<file path="src/pkg/pcl_params.svh">
`ifndef PCPL_PARAMS_SVH
`define PCPL_PARAMS_SVH
// data-memory addresses of the two visible registers
`define PCPL_ADDR_LOW    8'h02
`define PCPL_ADDR_LATCH  8'h03
// reset values
`define PCPL_RST_PC      16'h0000
`define PCPL_RST_LATCH   8'h00
// field positions
`define PCPL_SHORT_MSB   12
`define PCPL_PAGE_LSB    13
`endif

</file>
<file path="src/pkg/pcl_pkg.sv">
`default_nettype none
package pcpl_pkg;
  // program-flow operation requested by the decoder for this cycle
  typedef enum logic [3:0] {
    PCPL_OP_SEQ,
    PCPL_OP_SKIP,
    PCPL_OP_LONG_CALL,
    PCPL_OP_SHORT_JUMP,
    PCPL_OP_RETURN,
    PCPL_OP_RET_KEEP,
    PCPL_OP_VECTOR,
    PCPL_OP_HOLD
  } pcpl_op_t;

  // one decoder request
  typedef struct packed {
    pcpl_op_t    op;
    logic [12:0] opcode;
  } pcpl_req_t;

  // data-memory access to the register file
  typedef struct packed {
    logic       rd;
    logic       wr;
    logic       rmw;
    logic [7:0] addr;
    logic [7:0] wdata;
  } pcpl_bus_t;
endpackage
`default_nettype wire

</file>
<file path="src/rtl/pcl_page_latch.sv">
// Functional notes
// - A 16-bit fetch address is kept and its low byte is readable and writable at address 02h.
// - The high byte is not addressable and is reached only through the holding latch at address 03h.
// - The address increments on each first clock phase unless a hold request keeps it or a branch, call, return, vector or low-byte write loads it.
// - A skipped instruction costs one forced no-operation cycle at the skipped address.
// - A long call loads the low byte from opcode bits 7..0 and the high byte from the latch, latch unchanged.
// - Reading the low byte drives it on the data bus and copies the high byte into the latch.
// - Writing the low byte in a first clock phase with no wake stores the bus value and loads the high byte from the latch.
// - A low-byte read-modify-write never updates the latch; in a first clock phase with no wake it stores the result and loads the high byte from the latch.
// - A return copies the high byte into the latch and loads all 16 bits from the most recent stack entry.
// - A short call or jump loads bits 12..0 from the opcode and sets the latch to old bits 15..13 and opcode bits 12..8.
// - Long calls, literal returns, interrupt returns, vector forcing and low-byte read-modify-writes keep the latch.
// - Resets clear the fetch address; wake-up by interrupt gives the next sequential address.
// - Wake-up by interrupt with global interrupts enabled loads the interrupt vector instead.
`timescale 1ns/100ps
`default_nettype none
`include "pcl_params.svh"
module pcpl_page_latch
  import pcpl_pkg::*;
(
  input  wire logic        core_clk_i,
  input  wire logic        rst_i,
  input  wire logic        first_clock_phase_i,
  input  var  pcpl_req_t   req_i,
  input  var  pcpl_bus_t   bus_i,
  input  wire logic [15:0] most_recent_stack_entry_i,
  input  wire logic [15:0] int_vector_i,
  input  wire logic        wake_i,
  input  wire logic        global_interrupt_disable_i,
  output logic      [15:0] fetch_addr_o,
  output logic      [7:0]  fetch_high_holding_latch_o,
  output logic      [7:0]  rdata_o,
  output logic             rdata_valid_o,
  output logic             forced_nop_o
);

  logic [15:0] pc_q;
  logic [15:0] pc_d;
  logic [7:0]  latch_q;
  logic [7:0]  latch_d;
  logic        low_wr;
  logic        low_rd;
  logic        latch_wr;

  // decode of one data-memory address
  function automatic logic hit(input pcpl_bus_t b, input logic [7:0] a);
    hit = (b.addr == a);
  endfunction

  // a plain read copies the high byte; rmw must not, else the page would change mid-jump
  assign low_rd   = bus_i.rd && !bus_i.rmw && hit(bus_i, `PCPL_ADDR_LOW);
  assign low_wr   = (bus_i.wr || bus_i.rmw) && hit(bus_i, `PCPL_ADDR_LOW);
  assign latch_wr = bus_i.wr && hit(bus_i, `PCPL_ADDR_LATCH);

  // next fetch address; moves on the first clock phase or on a wake
  always_comb
  begin
    pc_d = pc_q;
    if (wake_i)
    begin
      if (!global_interrupt_disable_i)
        pc_d = int_vector_i;
      else
        pc_d = pc_q + 16'h0001;
    end
    else if (first_clock_phase_i)
    begin
      if (low_wr)
        pc_d = {latch_q, bus_i.wdata};
      else
      begin
        case (req_i.op)
          PCPL_OP_SEQ:        pc_d = pc_q + 16'h0001;
          PCPL_OP_SKIP:       pc_d = pc_q + 16'h0001;
          PCPL_OP_LONG_CALL:  pc_d = {latch_q, req_i.opcode[7:0]};
          PCPL_OP_SHORT_JUMP: pc_d = {pc_q[15:`PCPL_PAGE_LSB], req_i.opcode};
          PCPL_OP_RETURN:     pc_d = most_recent_stack_entry_i;
          PCPL_OP_RET_KEEP:   pc_d = most_recent_stack_entry_i;
          PCPL_OP_VECTOR:     pc_d = int_vector_i;
          PCPL_OP_HOLD:       pc_d = pc_q;
          default:            pc_d = pc_q;
        endcase
      end
    end
  end

  // next latch value; software write wins over side copies of the same cycle
  always_comb
  begin
    latch_d = latch_q;
    if (latch_wr)
      latch_d = bus_i.wdata;
    else if (low_rd)
      latch_d = pc_q[15:8];
    else if (first_clock_phase_i && !wake_i && !low_wr)
    begin
      case (req_i.op)
        PCPL_OP_RETURN:     latch_d = pc_q[15:8];
        PCPL_OP_SHORT_JUMP: latch_d = {pc_q[15:`PCPL_PAGE_LSB], req_i.opcode[`PCPL_SHORT_MSB:8]};
        default:            latch_d = latch_q;
      endcase
    end
  end

  // fetch address register, cleared by every reset kind
  always_ff @(posedge core_clk_i or posedge rst_i)
  begin
    if (rst_i)
      pc_q <= `PCPL_RST_PC;
    else
      pc_q <= pc_d;
  end

  // holding latch register
  always_ff @(posedge core_clk_i or posedge rst_i)
  begin
    if (rst_i)
      latch_q <= `PCPL_RST_LATCH;
    else
      latch_q <= latch_d;
  end

  // registered read data; the high byte itself has no address
  always_ff @(posedge core_clk_i or posedge rst_i)
  begin
    if (rst_i)
    begin
      rdata_o       <= 8'h00;
      rdata_valid_o <= 1'b0;
    end
    else
    begin
      rdata_valid_o <= bus_i.rd && (hit(bus_i, `PCPL_ADDR_LOW) || hit(bus_i, `PCPL_ADDR_LATCH));
      if (bus_i.rd && hit(bus_i, `PCPL_ADDR_LOW))
        rdata_o <= pc_q[7:0];
      else if (bus_i.rd && hit(bus_i, `PCPL_ADDR_LATCH))
        rdata_o <= latch_q;
      else
        rdata_o <= 8'h00;
    end
  end

  // skip flag marks the no-operation cycle that follows
  always_ff @(posedge core_clk_i or posedge rst_i)
  begin
    if (rst_i)
      forced_nop_o <= 1'b0;
    else if (first_clock_phase_i)
      forced_nop_o <= (req_i.op == PCPL_OP_SKIP) && !low_wr && !wake_i;
  end

  // output copies so outputs come straight from flip-flops
  always_ff @(posedge core_clk_i or posedge rst_i)
  begin
    if (rst_i)
    begin
      fetch_addr_o               <= `PCPL_RST_PC;
      fetch_high_holding_latch_o <= `PCPL_RST_LATCH;
    end
    else
    begin
      fetch_addr_o               <= pc_d;
      fetch_high_holding_latch_o <= latch_d;
    end
  end

  // checks on the decoder, bus and wake paths; each antecedent excludes the overriding cases
  a_seq_incr: assert property (@(posedge core_clk_i) disable iff (rst_i)
    (first_clock_phase_i && !wake_i && !low_wr && req_i.op == PCPL_OP_SEQ) |=> pc_q == $past(pc_q) + 16'h0001)
    else $error("sequential fetch did not increment");
  a_idle_hold: assert property (@(posedge core_clk_i) disable iff (rst_i)
    (!first_clock_phase_i && !wake_i) |=> pc_q == $past(pc_q))
    else $error("fetch address moved outside the first phase");
  a_skip_nop: assert property (@(posedge core_clk_i) disable iff (rst_i)
    (first_clock_phase_i && !wake_i && !low_wr && req_i.op == PCPL_OP_SKIP)
    |=> forced_nop_o && pc_q == $past(pc_q) + 16'h0001)
    else $error("skip did not force a no-operation");
  a_long_call: assert property (@(posedge core_clk_i) disable iff (rst_i)
    (first_clock_phase_i && !wake_i && !low_wr && !latch_wr && !low_rd && req_i.op == PCPL_OP_LONG_CALL)
    |=> pc_q == {$past(latch_q), $past(req_i.opcode[7:0])} && latch_q == $past(latch_q))
    else $error("long call target wrong");
  a_low_read: assert property (@(posedge core_clk_i) disable iff (rst_i)
    (low_rd && !latch_wr) |=> latch_q == $past(pc_q[15:8]) && rdata_o == $past(pc_q[7:0]))
    else $error("low read did not copy high byte");
  a_low_write: assert property (@(posedge core_clk_i) disable iff (rst_i)
    (first_clock_phase_i && !wake_i && low_wr) |=> pc_q == {$past(latch_q), $past(bus_i.wdata)})
    else $error("low write target wrong");
  a_rmw_keep: assert property (@(posedge core_clk_i) disable iff (rst_i)
    (bus_i.rmw && hit(bus_i, `PCPL_ADDR_LOW) && !latch_wr) |=> latch_q == $past(latch_q))
    else $error("rmw changed latch");
  a_latch_wr: assert property (@(posedge core_clk_i) disable iff (rst_i)
    latch_wr |=> latch_q == $past(bus_i.wdata))
    else $error("latch write lost");
  a_latch_rd: assert property (@(posedge core_clk_i) disable iff (rst_i)
    (bus_i.rd && hit(bus_i, `PCPL_ADDR_LATCH)) |=> rdata_valid_o && rdata_o == $past(latch_q))
    else $error("latch read data wrong");
  a_return_ld: assert property (@(posedge core_clk_i) disable iff (rst_i)
    (first_clock_phase_i && !wake_i && !low_wr && !latch_wr && !low_rd && req_i.op == PCPL_OP_RETURN)
    |=> pc_q == $past(most_recent_stack_entry_i) && latch_q == $past(pc_q[15:8]))
    else $error("return load wrong");
  a_short_jump: assert property (@(posedge core_clk_i) disable iff (rst_i)
    (first_clock_phase_i && !wake_i && !low_wr && !latch_wr && !low_rd && req_i.op == PCPL_OP_SHORT_JUMP)
    |=> pc_q[12:0] == $past(req_i.opcode) && latch_q[4:0] == $past(req_i.opcode[12:8])
        && latch_q[7:5] == pc_q[15:13])
    else $error("short jump wrong");
  a_wake_vec: assert property (@(posedge core_clk_i) disable iff (rst_i)
    (wake_i && !global_interrupt_disable_i) |=> pc_q == $past(int_vector_i))
    else $error("wake did not vector");
  a_wake_seq: assert property (@(posedge core_clk_i) disable iff (rst_i)
    (wake_i && global_interrupt_disable_i) |=> pc_q == $past(pc_q) + 16'h0001)
    else $error("masked wake did not step");
  a_keep_latch: assert property (@(posedge core_clk_i) disable iff (rst_i)
    (first_clock_phase_i && !latch_wr && !low_rd && (req_i.op == PCPL_OP_RET_KEEP || req_i.op == PCPL_OP_VECTOR))
    |=> $stable(latch_q))
    else $error("latch changed");

  // main scenarios that the checks above should see at least once
  c_long_call: cover property (@(posedge core_clk_i) first_clock_phase_i && req_i.op == PCPL_OP_LONG_CALL);
  c_return:    cover property (@(posedge core_clk_i) first_clock_phase_i && req_i.op == PCPL_OP_RETURN);
  c_low_write: cover property (@(posedge core_clk_i) first_clock_phase_i && low_wr);
  c_wake_vec:  cover property (@(posedge core_clk_i) wake_i && !global_interrupt_disable_i);
  c_skip:      cover property (@(posedge core_clk_i) forced_nop_o);

endmodule
`default_nettype wire

</file>
<file path="config.mk">
export PLATFORM = sky130hd
export DESIGN_NAME = pcpl_page_latch
export DESIGN_NICKNAME = d
export VERILOG_FILES = /design/src/pkg/pcl_pkg.sv /design/src/rtl/pcl_page_latch.sv
export VERILOG_INCLUDE_DIRS = /design/src /design/src/pkg
export SDC_FILE = /design/constraint.sdc
export NUM_CORES = 1
export LEC_CHECK = 0
export ABC_AREA = 1
export BUFFER_PORTS_ARGS = -buffer_cell sky130_fd_sc_hd__buf_4
export CAP_MARGIN = 10
export CORE_MARGIN = 4
export CORE_UTILIZATION = 52
export CTS_CLUSTER_DIAMETER = 40
export DETAILED_ROUTE_END_ITERATION = 12
export PLACE_DENSITY = 0.86
export SLEW_MARGIN = 20
export SYNTH_ARGS = -nofsm -noshare
export SYNTH_HDL_FRONTEND = slang
export SYNTH_SLANG_ARGS = --single-unit
</file>
<file path="constraint.sdc">
create_clock -name core_clk_i -period 1.7 [get_ports core_clk_i]
set_clock_uncertainty 0.05 [all_clocks]
set_input_delay 0.255 -clock core_clk_i [delete_from_list [all_inputs] [get_ports core_clk_i]]
set_output_delay 0.255 -clock core_clk_i [all_outputs]
set_load 0.05 [all_outputs]
</file>
Word level (Yosys, flattened, before mapping)
Index checks and enable logic that the tools add are counted.

operators by class
  add/subtract/negate cells = 1
  eq/ne operators = 9
  muxes and demuxes = 11
  reductions and logical operators = 27

operator list
  operator               number
  $pmux 16 s5            1
  $mux 16                4
  $mux 8                 5
  $add 16x1->16 const B  1
  $eq 8x2->1 const B     2
  $pmux 8 s2             1
  $eq 4x3->1 const B     3
  $logic_and 1x1->1      11
  $eq 4x2->1 const B     2
  $reduce_bool 7->1      1
  $reduce_bool 6->1      1
  $eq 4x1->1 const B     1
  $logic_not 4->1        1
  $reduce_and 2->1       2
  $reduce_bool 4->1      1
  $reduce_or 2->1        2
  $logic_not 1->1        3
  $ne 3x3->1 const B     1
  $reduce_and 3->1       1
  $reduce_bool 3->1      1
  $logic_or 1x1->1       2
  $reduce_bool 2->1      1

word-level totals
  register bits = 34
  bits of input ports = 73
  output and inout bits = 34
  word-level logic and storage cells = 54

Depth between registers and ports, before layout
Gate-level depths: netlist of the first run.

  word-level depth = 7
  mapped depth = 12
  depth with buffers taken out = 12

Worst setup path before layout of the first run
OpenSTA, ideal clock, no wires.

  path type = register to register
  from = reg, netlist name fetch_addr_o[0]
  to = reg fetch_addr_o[10]
  setup time = 119 ps
  data arrival time = 1,733 ps
  required time = 1,531 ps
  slack = -202 ps
  stages on the path, launching flop included = 11
  buffers on the path = 0
  period minus slack after synthesis = 1,902 ps
  path through = dfrtp_1 -> ha_1 -> nand2_1 -> nor2_1 -> nand3_1 -> nand2_1 -> nand3_1 -> nand3_1 -> nand2_1 -> nor2_1 -> nor2_1

RTL lines
  item                  line                   RTL
  end signal, assigned  pcl_page_latch.sv:157  fetch_addr_o <= `PCPL_RST_PC;
  end signal, assigned  pcl_page_latch.sv:162  fetch_addr_o <= pc_d;
  end, declared         pcl_page_latch.sv:30   output logic [15:0] fetch_addr_o,

==> results.md, run 1 <==
* Final Max Tran Viols at 0
* Final Hold Viols at 0
* HP Class: input pin to async pin
* Top cells by count, synth: nand2_1 (217), nand3_1 (80), nor2_1 (76)
* Syn nets at approximately 630
* 1st-pass router iterations at 9
* Power Density at between 800 and 900 nW/um2
* Post-synth ARST share at between 90% and 100%
* Worst r2r src: fetch_addr_o[0]
* Area growth syn-to-layout at 40.36%
* DP Cell Count at 755
* Post-Synth XOR/XNOR Area at less than 1%
* CTS Buf Count at 5
* Max FO, Critical Path at 4
* Switching Power at approximately 0.0019 W
* Top cell type's share of synthesized area at between 20% and 30%
* Setup crit start kind: flop
* Clock Tree Buf Depth at 2
* Hold Buf Count CTS at 0
* Adder-cell share of the synthesized area at 0.3953%
* Ant. Diodes at 0
* Worst slack at placement at -0.1183 ns
* Comb pwr share at 51.1%
* Mapped Area at approximately 3200 um2
* Critical Path End Type: flop
* CP max stage cell: dfrtp_2
* Run status: finished, final reports clean
* Rows at 28
* Critical path startpoint: fetch_addr_o[0]
* Final cell count without fillers at slightly below 800
* Post-Synth Simple-Gate Area at between 50% and 60%
* Avg Cell Area, Syn at around 5.7 um2
* Worst-Skew Late Latency at roughly 0.30 ns
* I/O Pins at around 110
* CTS tree: built
* Initial antenna violation count at 0
* DR WL/cell at between 15 and 20 um
* GRT Overall Usage at roughly a third
* DRT Wirelength at ~13 mm
* Vias in the first global route at about 4,100
* H-tree depth at 2
* Syn Inst Count at 558
* Crit path arrival time at 1.82 ns
* Sequential Power Share at 31.6%
* CP Cell Sequence: ha_4 -> nand3_2 -> o21ai_0 -> nand2_1 -> o21ai_1 -> nand2_1 -> inv_1 -> nand2_1 -> nand2_1 -> nand2_1
* Top_reg_cell synth: dfrtp_1
* #FFs+latches synth at 34
* Pleak at 2.429 nW
* Hpwl dp at between 10 and 15 mm
* IO buf count at 106
* Synth area leader: dfrtp_1
* Worst path most repeated cell: nand2_1
* Vias per cell at about 5.7
* Largest family of logic cells by synthesized area: simple AND/OR/NAND/NOR gates
* Clock-pin slew on the worst setup and hold paths at approximately 0.080 ns
* Initial Util at 53.47%
* Clock power frac at 17.4%
* Root buf cell: clkbuf_8
* Grt total ovfl at 0
* Antenna viol nets, final at 0
* Clock sinks at 34
* # setup viols final at 0
* Post-route setup slack at about 0.013 ns
* Post-synthesis sequential area ratio at 26.88%
* Crit path time final at about 1.7 ns
* Leading post-synthesis cells by cell area: dfrtp_1 (27%), nand2_1 (26%), nand3_1 (13%)
* Setup CP Type: flop to flop
* Nets at around 770
* CP required at around 1.8 ns
* Final Cycle Share at 99.24%
* Complex-gate fraction of the synthesized area at 7.431%
* Drc violations at 0
* Pin count of the biggest net entering global routing at 35
* GPL Wtd Cong at about 0.95
* Core area at 5921 um2
* Via count at 4,361
* Share of cells above drive strength 1 at 27.63%
* Top-count cell post-synth: nand2_1
* First-pass GRT wire length at ~20 mm
* FMAX at around 0.6 GHz
* Initial DRC count at between 300 and 400
* VDD IR max at roughly 0.76 mV
* Die width at 86.02 um
* Filler Cells Inserted at slightly below 500
* Synth unique cells at 34
* Post-synth EDFFs at 0
* Ys Warns at 0
* Die height at roughly 86 um
* Internal power at 0.001983 W
* Worst-margin pin slew at ~0.46 ns
* Net Sw Frac at around 49%
* Worst path max stage delay at roughly 0.44 ns
* Max Cap Viol at 0
* Mux cell area share after synthesis at 0%
* Die area at about 7400 um2
* Slew HR at a little under 70%
## layout make-up
| cell class | count | area [um2] | share of cell area [%] |
|---|---|---|---|
| Multi-Input combinational cell | 452 | 2081 | 46.83 |
| Inverter | 56 | 214.0 | 4.816 |
| Sequential cell | 34 | 859.6 | 19.35 |
| Timing Repair Buffer | 145 | 1096 | 24.67 |
| Tap cell | 75 | 93.84 | 2.112 |
| Clock buffer | 6 | 82.58 | 1.859 |
| Clock inverter | 2 | 16.27 | 0.3661 |
## critical path, delay by kind of cell, from the launching register on
kind            cells  cell delay (ns)
compound gates      2             0.35
fa+ha+maj           1             0.18
buf+inv             1             0.06
flops               1             0.44
simple gates        6             0.50
## sequential cells by signal, indices dropped and copies added (netlist names)
register                    cells
rdata_valid_o                   1
fetch_addr_o                   16
rdata_o                         8
forced_nop_o                    1
fetch_high_holding_latch_o      8
## per-stage QoR
stage / power, W / util (%) / hold slack [ns] / setup TNS [ns] / cell area [um2]
finish: 0.003866 / 75.04 / 0.02310 / 0 / 4443
detailed placement: 0.003059 / 71.15 / 0.3427 / -0.4712 / 4213
CTS: 0.003758 / 73.41 / 0.02960 / 0 / 4347
floorplan: 0.002290 / - / 0.3461 / 0 / 3177
global route: 0.004064 / 75.04 / 0.05734 / -0.1284 / 4443
global placement: 0.003026 / 71.15 / 0.3323 / -0.1507 / 4213
## power by group through the flow
stage	logic, W	clock network (W)	registers (W)
6_report	0.00197	0.000672	0.00122
5_1_grt	0.00212	0.000711	0.00123
4_1_cts	0.00189	0.000672	0.00120
3_5_place_dp	0.00184	0	0.00122
3_3_place_gp	0.00180	0	0.00122
2_1_floorplan	0.000684	0	0.00161
## metal layers
layer  wire length (um)  track usage, %  vias to the layer above
met1               4953           41.49                     1959
met4                614           16.40                        0
met2               6087           57.53                      286
met5                  0               0                        -
met3               1159           6.724                       58
li1                   -               -                     2058
## worst paths after layout
path / depth (start not counted) / slack (ns) / end
min in group core_clk_i: 5 / 0.24 / fetch_high_holding_latch_o[2]
max: 10 / 0.01 / fetch_addr_o[6]
min: 3 / 0.02 / fetch_high_holding_latch_o[3]
max reg2reg: 10 / 0.01 / fetch_addr_o[6]
min reg2reg: 2 / 0.52 / fetch_addr_o[5]
max in group asynchronous: 3 / 1.23 / fetch_addr_o[2]
## placed cells by master, fill, tap and decap left out, types with 2 or more instances in the layout
| master | synthesis | layout |
|---|---|---|
| buf_4 | 3 | 143 |
| inv_2 | 4 | 4 |
| nand4_1 | 16 | 16 |
| nor2_1 | 76 | 68 |
| dfrtp_1 | 34 | 27 |
| nor2_2 | 1 | 5 |
| nor2_4 | 2 | 6 |
| dfrtp_2 | 0 | 7 |
| xor2_1 | 3 | 3 |
| o21ai_0 | 26 | 24 |
| inv_1 | 49 | 49 |
| buf_6 | 2 | 2 |
| o22ai_1 | 6 | 6 |
| nand2_2 | 5 | 6 |
| nand3_2 | 1 | 4 |
| clkbuf_8 | 0 | 6 |
| nand3b_1 | 2 | 2 |
| a21oi_1 | 4 | 4 |
| o21ai_1 | 4 | 5 |
| nand2_1 | 217 | 216 |
| nand3_1 | 80 | 77 |
## timing repair
action                     in CTS  in global routing
gates resized for setup         3                 19
hold endpoints to repair        0                  0
pin swaps                       0                  4
setup endpoints to repair       4                 12
buffers inserted                4                  3
## cell families (layout without fill, tap and decap cells)
family | count (synthesis) | count (layout)
AND/OR/NAND/NOR | 405 | 405
buffers and inverters | 72 | 209
adder cells (fa/ha/maj) | 1 | 1
XOR/XNOR | 3 | 3
flip-flops | 34 | 34
AO/OA/AOI/OAI | 43 | 43
(Power assumes the default switching activity.)
==> run 2: changes to the inputs <==
BUFFER_PORTS_ARGS = not set   (was -buffer_cell sky130_fd_sc_hd__buf_4)
CORE_UTILIZATION = 63   (was 52)
DONT_BUFFER_PORTS = 1   (was not set)
PLACE_DENSITY = 0.83   (was 0.86)
==> results.md, run 2 (same netlist as run 1, synthesis figures left out) <==
* Run status: finished, violations left
* Failing checks: setup timing
* Worst path max stage delay at around 0.44 ns
* Antenna viol nets, final at 0
* Vias per cell at about 6
* FMAX at roughly 0.59 GHz
* Worst slack at placement at ~0.0013 ns
* Vias in the first global route at roughly 3,800
* # setup viols final at 1
* Hold endpoint: rdata_o[2]
* R2R Setup Slk at -0.006 ns
* CP required at approximately 1.8 ns
* Buf/Inv on CP at 1
* Met3 usage at roughly 6.7%
* CP Cell Sequence: nand3_1 -> o21ai_0 -> nand2_1 -> o21ai_1 -> nand2_1 -> inv_1 -> nand2_1 -> nand2_1 -> nand2_1
* Final cell count without fillers at approximately 660
* Setup CP Type: flop to flop
* Crit path arrival time at 1.84 ns
* Die height at just under 80 um
* HP Class: input pin to flop
* GR Util met2 at ~62%
* Clock-pin slew on the worst setup and hold paths at ~0.080 ns
* Drc violations at 0
* Biggest regs: fetch_addr_o: 16 flops, fetch_high_holding_latch_o: 8 flops, rdata_o: 8 flops
* First-pass GRT wire length at 17.60 mm
* Final Cycle Share at 100.3%
* DP Cell Count at 650
* Core area at 4786 um2
* Ant. Diodes at 0
* DR WL/cell at approximately 18 um
* Die width at slightly below 80 um
* GRT Overall Usage at between 30 and 40%
* Worst path most repeated cell: nand2_1
* GPL Wtd Cong at around 1.0
* I/O Pins at approximately 110
* Startpoint of the worst hold path: bus_i[18]
* Worst-Skew Late Latency at a little under 0.3 ns
* Crit path time final at 1.706 ns
* Worst hold stages at 2
* Max FO, Critical Path at 6
* Pin count of the biggest net entering global routing at 35
* Post-route setup slack at -0.005860 ns
* CTS Buf Count at 5
* Clock sinks at 34
* Rows at 25
* Final instance area at 3677 um2
* Met1 usage at between 40% and 50%
* DRT Wirelength at between 10 and 15 mm
* Setup crit start kind: flop
* Hpwl dp at slightly above 9 mm
* Delay-heaviest family, CP: simple AND/OR/NAND/NOR gates
* Pleak at approximately 2 nW
* IO buf count at 0
* Grt total ovfl at 0
* Most frequent cells in the layout: nand2_1 (216), nand3_1 (79), nor2_1 (71)
* Biggest register: fetch_addr_o
* Final Hold Viols at 0
* Critical Path End Type: flop
* Die area at 6223 um2
* CP max stage cell: dfrtp_2
* Max reg flops at 16
* Root buf cell: clkbuf_8
* Initial Util at 66.14%
* Max Cap Viol at 0
* Filler Cells Inserted at 418
* Worst-margin pin slew at ~0.6 ns
* Via count at between 4,000 and 5,000
* Worst r2r src: fetch_addr_o[1]
* Clock Tree Buf Depth at 2
* Initial DRC count at roughly 450
* Layer with the highest usage: met2
* Final Max Tran Viols at 0
* Initial antenna violation count at 0
* Share of cells above drive strength 1 at between 10% and 20%
* DP Area at roughly 3500 um2
* Final core occ at 76.84%
* Area growth syn-to-layout at 16.17%
* H-tree depth at 2
* Power Density at around 1000 nW/um2
* Nets at 667
* RR Endpoint: fetch_addr_o[5]
* 1st-pass router iterations at 5
* VDD IR max at around 0.84 mV
* CTS tree: built
* Worst reg-to-reg path cell count at 9
* Slew HR at between 50% and 60%
* Most common library cell in the layout ignoring fill and taps: nand2_1
## run 2: per-stage QoR
step	setup TNS [ns]	hold slack (ns)	total power, W
4_1_cts	0	0.08084	0.003733
5_1_grt	-0.1747	0.08218	0.004001
2_1_floorplan	0	0.3461	0.002290
3_5_place_dp	0	0.2209	0.002828
6_report	-0.005860	0.07858	0.003831
3_3_place_gp	0	0.2146	0.002792
## run 2: worst max-delay path by stage
stage / start / end / slack [ns] / cells after the start
floorplan: fetch_addr_o[2] / fetch_addr_o[7] / 0.007 / 12
global placement: fetch_addr_o[1] / fetch_addr_o[6] / 0.08 / 11
detailed placement: fetch_addr_o[2] / fetch_addr_o[5] / 0.001 / 10
CTS: fetch_addr_o[1] / fetch_addr_o[6] / 0.004 / 11
global route: fetch_addr_o[1] / fetch_addr_o[5] / -0.13 / 9
finish: fetch_addr_o[1] / fetch_addr_o[5] / -0.006 / 9
## run 2: power breakdown
group / internal [W] / total (W) / switching [W]
clock: 0.000588 / 0.000919 / 0.000331
combinational: 0.000521 / 0.00171 / 0.00119
sequential: 0.000952 / 0.00120 / 0.000250
## run 2: final cells by class
| cell class | instances | area, um2 | area share [%] |
|---|---|---|---|
| Multi-Input combinational cell | 452 | 2049 | 55.73 |
| Timing Repair Buffer | 44 | 332.8 | 9.051 |
| Clock buffer | 5 | 68.82 | 1.871 |
| Clock inverter | 3 | 68.82 | 1.871 |
| Sequential cell | 34 | 859.6 | 23.38 |
| Inverter | 56 | 214.0 | 5.818 |
| Tap cell | 67 | 83.83 | 2.280 |
## run 2: timing repair
action                                 4_1_cts  5_1_grt
resized for setup                            1       12
pin swaps                                    0        1
setup endpoints to repair                    1       10
setup buffers                                0        2
endpoints found under the hold margin       34        0
hold buffers                                 1        0
## run 2: per-layer routing
| layer | wire (um) | share of wire (%) |
|---|---|---|
| met5 | 0 | 0 |
| met4 | 815 | 7.0 |
| met3 | 1253 | 11 |
| met2 | 5485 | 47 |
| met1 | 4058 | 35 |
==> run 3: changes to the inputs <==
ABC_AREA = not set   (was 1)
CTS_CLUSTER_DIAMETER = not set   (was 40)
==> results.md, run 3 <==
* Run status: finished, violations left
* Failing checks: setup timing
* Crit path arrival time at between 2 and 2.5 ns
* Slew HR at between 50% and 60%
* Final Cycle Share at 116.7%
* Max reg flops at 16
* I/O Pins at roughly 110
* Biggest register: fetch_addr_o
* Most frequent cells in the layout: buf_4 (84), nor2_1 (30), nand2_1 (25)
* Crit path time final at a little under 2 ns
* Clock-pin slew on the worst setup and hold paths at around 0.080 ns
* Clock Tree Buf Depth at 2
* Worst-margin pin slew at between 0.7 and 0.8 ns
* Ant. Diodes at 0
* Post-Synth XOR/XNOR Area at 2.301%
* GPL Wtd Cong at approximately 1.0
* VDD IR max at 0.7666 mV
* Syn Inst Count at 370
* Max FO, Critical Path at 4
* Nets at 520
* Post-synthesis sequential area ratio at between 20% and 30%
* Top-count cell post-synth: dfrtp_1
* Post-route setup slack at -0.2842 ns
* Worst-Skew Late Latency at 0.29 ns
* IO buf count at 0
* Share of cells above drive strength 1 at about two fifths
* GRT Overall Usage at between 40% and 50%
* Post-Synth Simple-Gate Area at approximately a quarter
* Post-synth EDFFs at 0
* Drc violations at 0
* Complex-gate fraction of the synthesized area at 30.77%
* CTS tree: built
* Syn nets at 444
* Setup CP Type: flop to flop
* Power Density at approximately 940 nW/um2
* Ys Warns at 0
* Critical Path End Type: flop
* Hpwl dp at roughly 9.0 mm
* #FFs+latches synth at 34
* Leading post-synthesis cells by cell area: dfrtp_1 (28%), mux2i_1 (5.9%), a21oi_1 (4.1%)
* CTS Buf Count at 5
* Clock sinks at 34
* Vias in the first global route at between 3,000 and 4,000
* Multi-input gate area at approximately 2300 um2
* Via count at between 3,000 and 4,000
* Root buf cell: clkbuf_8
* Antenna viol nets, final at 0
* Most common library cell in the layout ignoring fill and taps: buf_4
* Filler Cells Inserted at approximately 250
* HP Class: input pin to flop
* Pin count of the biggest net entering global routing at 35
* Biggest regs: fetch_addr_o: 16 flops, fetch_high_holding_latch_o: 8 flops, rdata_o: 8 flops
* Synth unique cells at 73
* Total chip power at just under 0.004 W
* Max Cap Viol at 0
* Rows at 25
* Initial DRC count at around 780
* DR WL/cell at around 27 um
* Post-synth ARST share at 100.0%
* First-pass GRT wire length at slightly below 20 mm
* Largest family of logic cells by synthesized area: compound AO/OA/AOI/OAI gates
* Area growth syn-to-layout at 34.92%
* FMAX at between 0.5 and 0.6 GHz
* DP Cell Count at 483
* Top cells by count, synth: dfrtp_1 (34), nor2_1 (33), nand2_1 (26)
* Pleak at 1.704 nW
* Die height at about 78 um
* Synth area leader: dfrtp_1
* Initial Util at ~65%
* 1st-pass router iterations at 7
* Unrepaired setup endpoints after global routing: true
* Core area at 4692 um2
* Adder-cell share of the synthesized area at 0.4108%
* Top_reg_cell synth: dfrtp_1
* Setup crit start kind: flop
* Avg Cell Area, Syn at between 8 and 9 um2
* CP required at approximately 1.8 ns
* Grt total ovfl at 0
* DRT Wirelength at between 10 and 15 mm
* Initial antenna violation count at 0
* # setup viols final at 11
* Register area at ~870 um2
* Final Max Tran Viols at 0
* Mapped Area at ~3000 um2
* Mux cell area share after synthesis at 7.765%
* H-tree depth at 2
* Vias per cell at ~8
* Die area at 6010 um2
* Final Hold Viols at 0
* Top cell type's share of synthesized area at between 20% and 30%
* Die width at between 70 and 80 um
* Final cell count without fillers at about 500
run 3: cell types whose count changed in the layout (fill, tap and decap cells not counted), moves of 10 or more:
| cell | previous run | this run |
|---|---|---|
| inv_1 | 49 | 14 |
| a31oi_1 | 0 | 10 |
| nand2_1 | 216 | 25 |
| a21oi_1 | 4 | 20 |
| mux2i_1 | 0 | 18 |
| nor2_1 | 71 | 30 |
| buf_4 | 43 | 84 |
| a22oi_1 | 0 | 10 |
| nand3_1 | 79 | 9 |
run 3: final timing paths:
check	start	endpoint	slack, ns	cells past startpoint
worst max-delay path	fetch_addr_o[6]	fetch_addr_o[8]	-0.28	6
worst min-delay path	first_clock_phase_i	forced_nop_o	0.02	1
worst max register to register	fetch_addr_o[6]	fetch_addr_o[8]	-0.28	6
worst min register to register	fetch_high_holding_latch_o[2]	fetch_high_holding_latch_o[2]	0.54	2
max in group asynchronous	rst_i	fetch_addr_o[0]	0.76	3
min in group asynchronous	rst_i	rdata_valid_o	0.46	3
run 3: per-stage QoR:
step | utilization [%] | TNS (ns) | hold slack (ns) | setup slack, ns | cell area (um2)
after global placement | 78.83 | -3.307 | 0.2315 | -0.1957 | 3699
after detailed placement | 78.83 | -4.575 | 0.2333 | -0.2507 | 3699
after floorplan | - | -2.200 | 0.3138 | -0.2951 | 3149
final | 87.57 | -1.433 | 0.02045 | -0.2842 | 4109
after global routing | 87.57 | -2.076 | 0.02939 | -0.3557 | 4109
after CTS | 84.05 | -0.3547 | 0.01894 | -0.09107 | 3944
run 3: metal layers:
layer / GRT usage (%) / up-vias / share of wire [%]
li1: - / 1584 / -
met1: 53.78 / 1820 / 34
met2: 65.20 / 454 / 43
met3: 9.513 / 116 / 16
met4: 17.62 / 0 / 7.0
met5: 0 / - / 0
run 3: final cells by class:
type	instances	share of cell area [%]
timing repair buffer	95	18.64
multi-input combinational	295	54.90
tap	54	1.644
inverter	15	1.370
sequential	34	21.22
clock inverter	1	0.1218
clock buffer	7	2.101
run 3: cell families after synthesis:
| family | count (synthesis) |
|---|---|
| AOI/OAI and AO/OA | 129 |
| DFF | 34 |
| buffers and inverters | 42 |
| and+or+nand+nor | 133 |
| muxes | 23 |
| xor gates and xnor gates | 8 |
| adders and majority gates | 1 |
run 3: report_power, final:
group | leakage, nW | switching, W | internal, W
clock | 0.0482 | 0.000332 | 0.000328
sequential | 0.407 | 0.000178 | 0.000963
combinational | 1.25 | 0.00130 | 0.000767
total | 1.70 | 0.00181 | 0.00206
run 3: repair_timing:
action	4_1_cts	5_1_grt
endpoints found under the setup margin	12	16
cloned	0	1
gates resized for setup	25	26
hold buffers	1	0
hold endpoints to repair	34	0
pin swaps	9	16
buffers inserted	3	6
run 3: worst max-delay path, cell delays in order, from the launching register on:
cell       delay [ns]
dfrtp_2          0.42
nand4_1          0.26
buf_6            0.24
o21ai_0          0.24
a31oi_2          0.17
a2111oi_1        0.36
a211oi_1         0.11
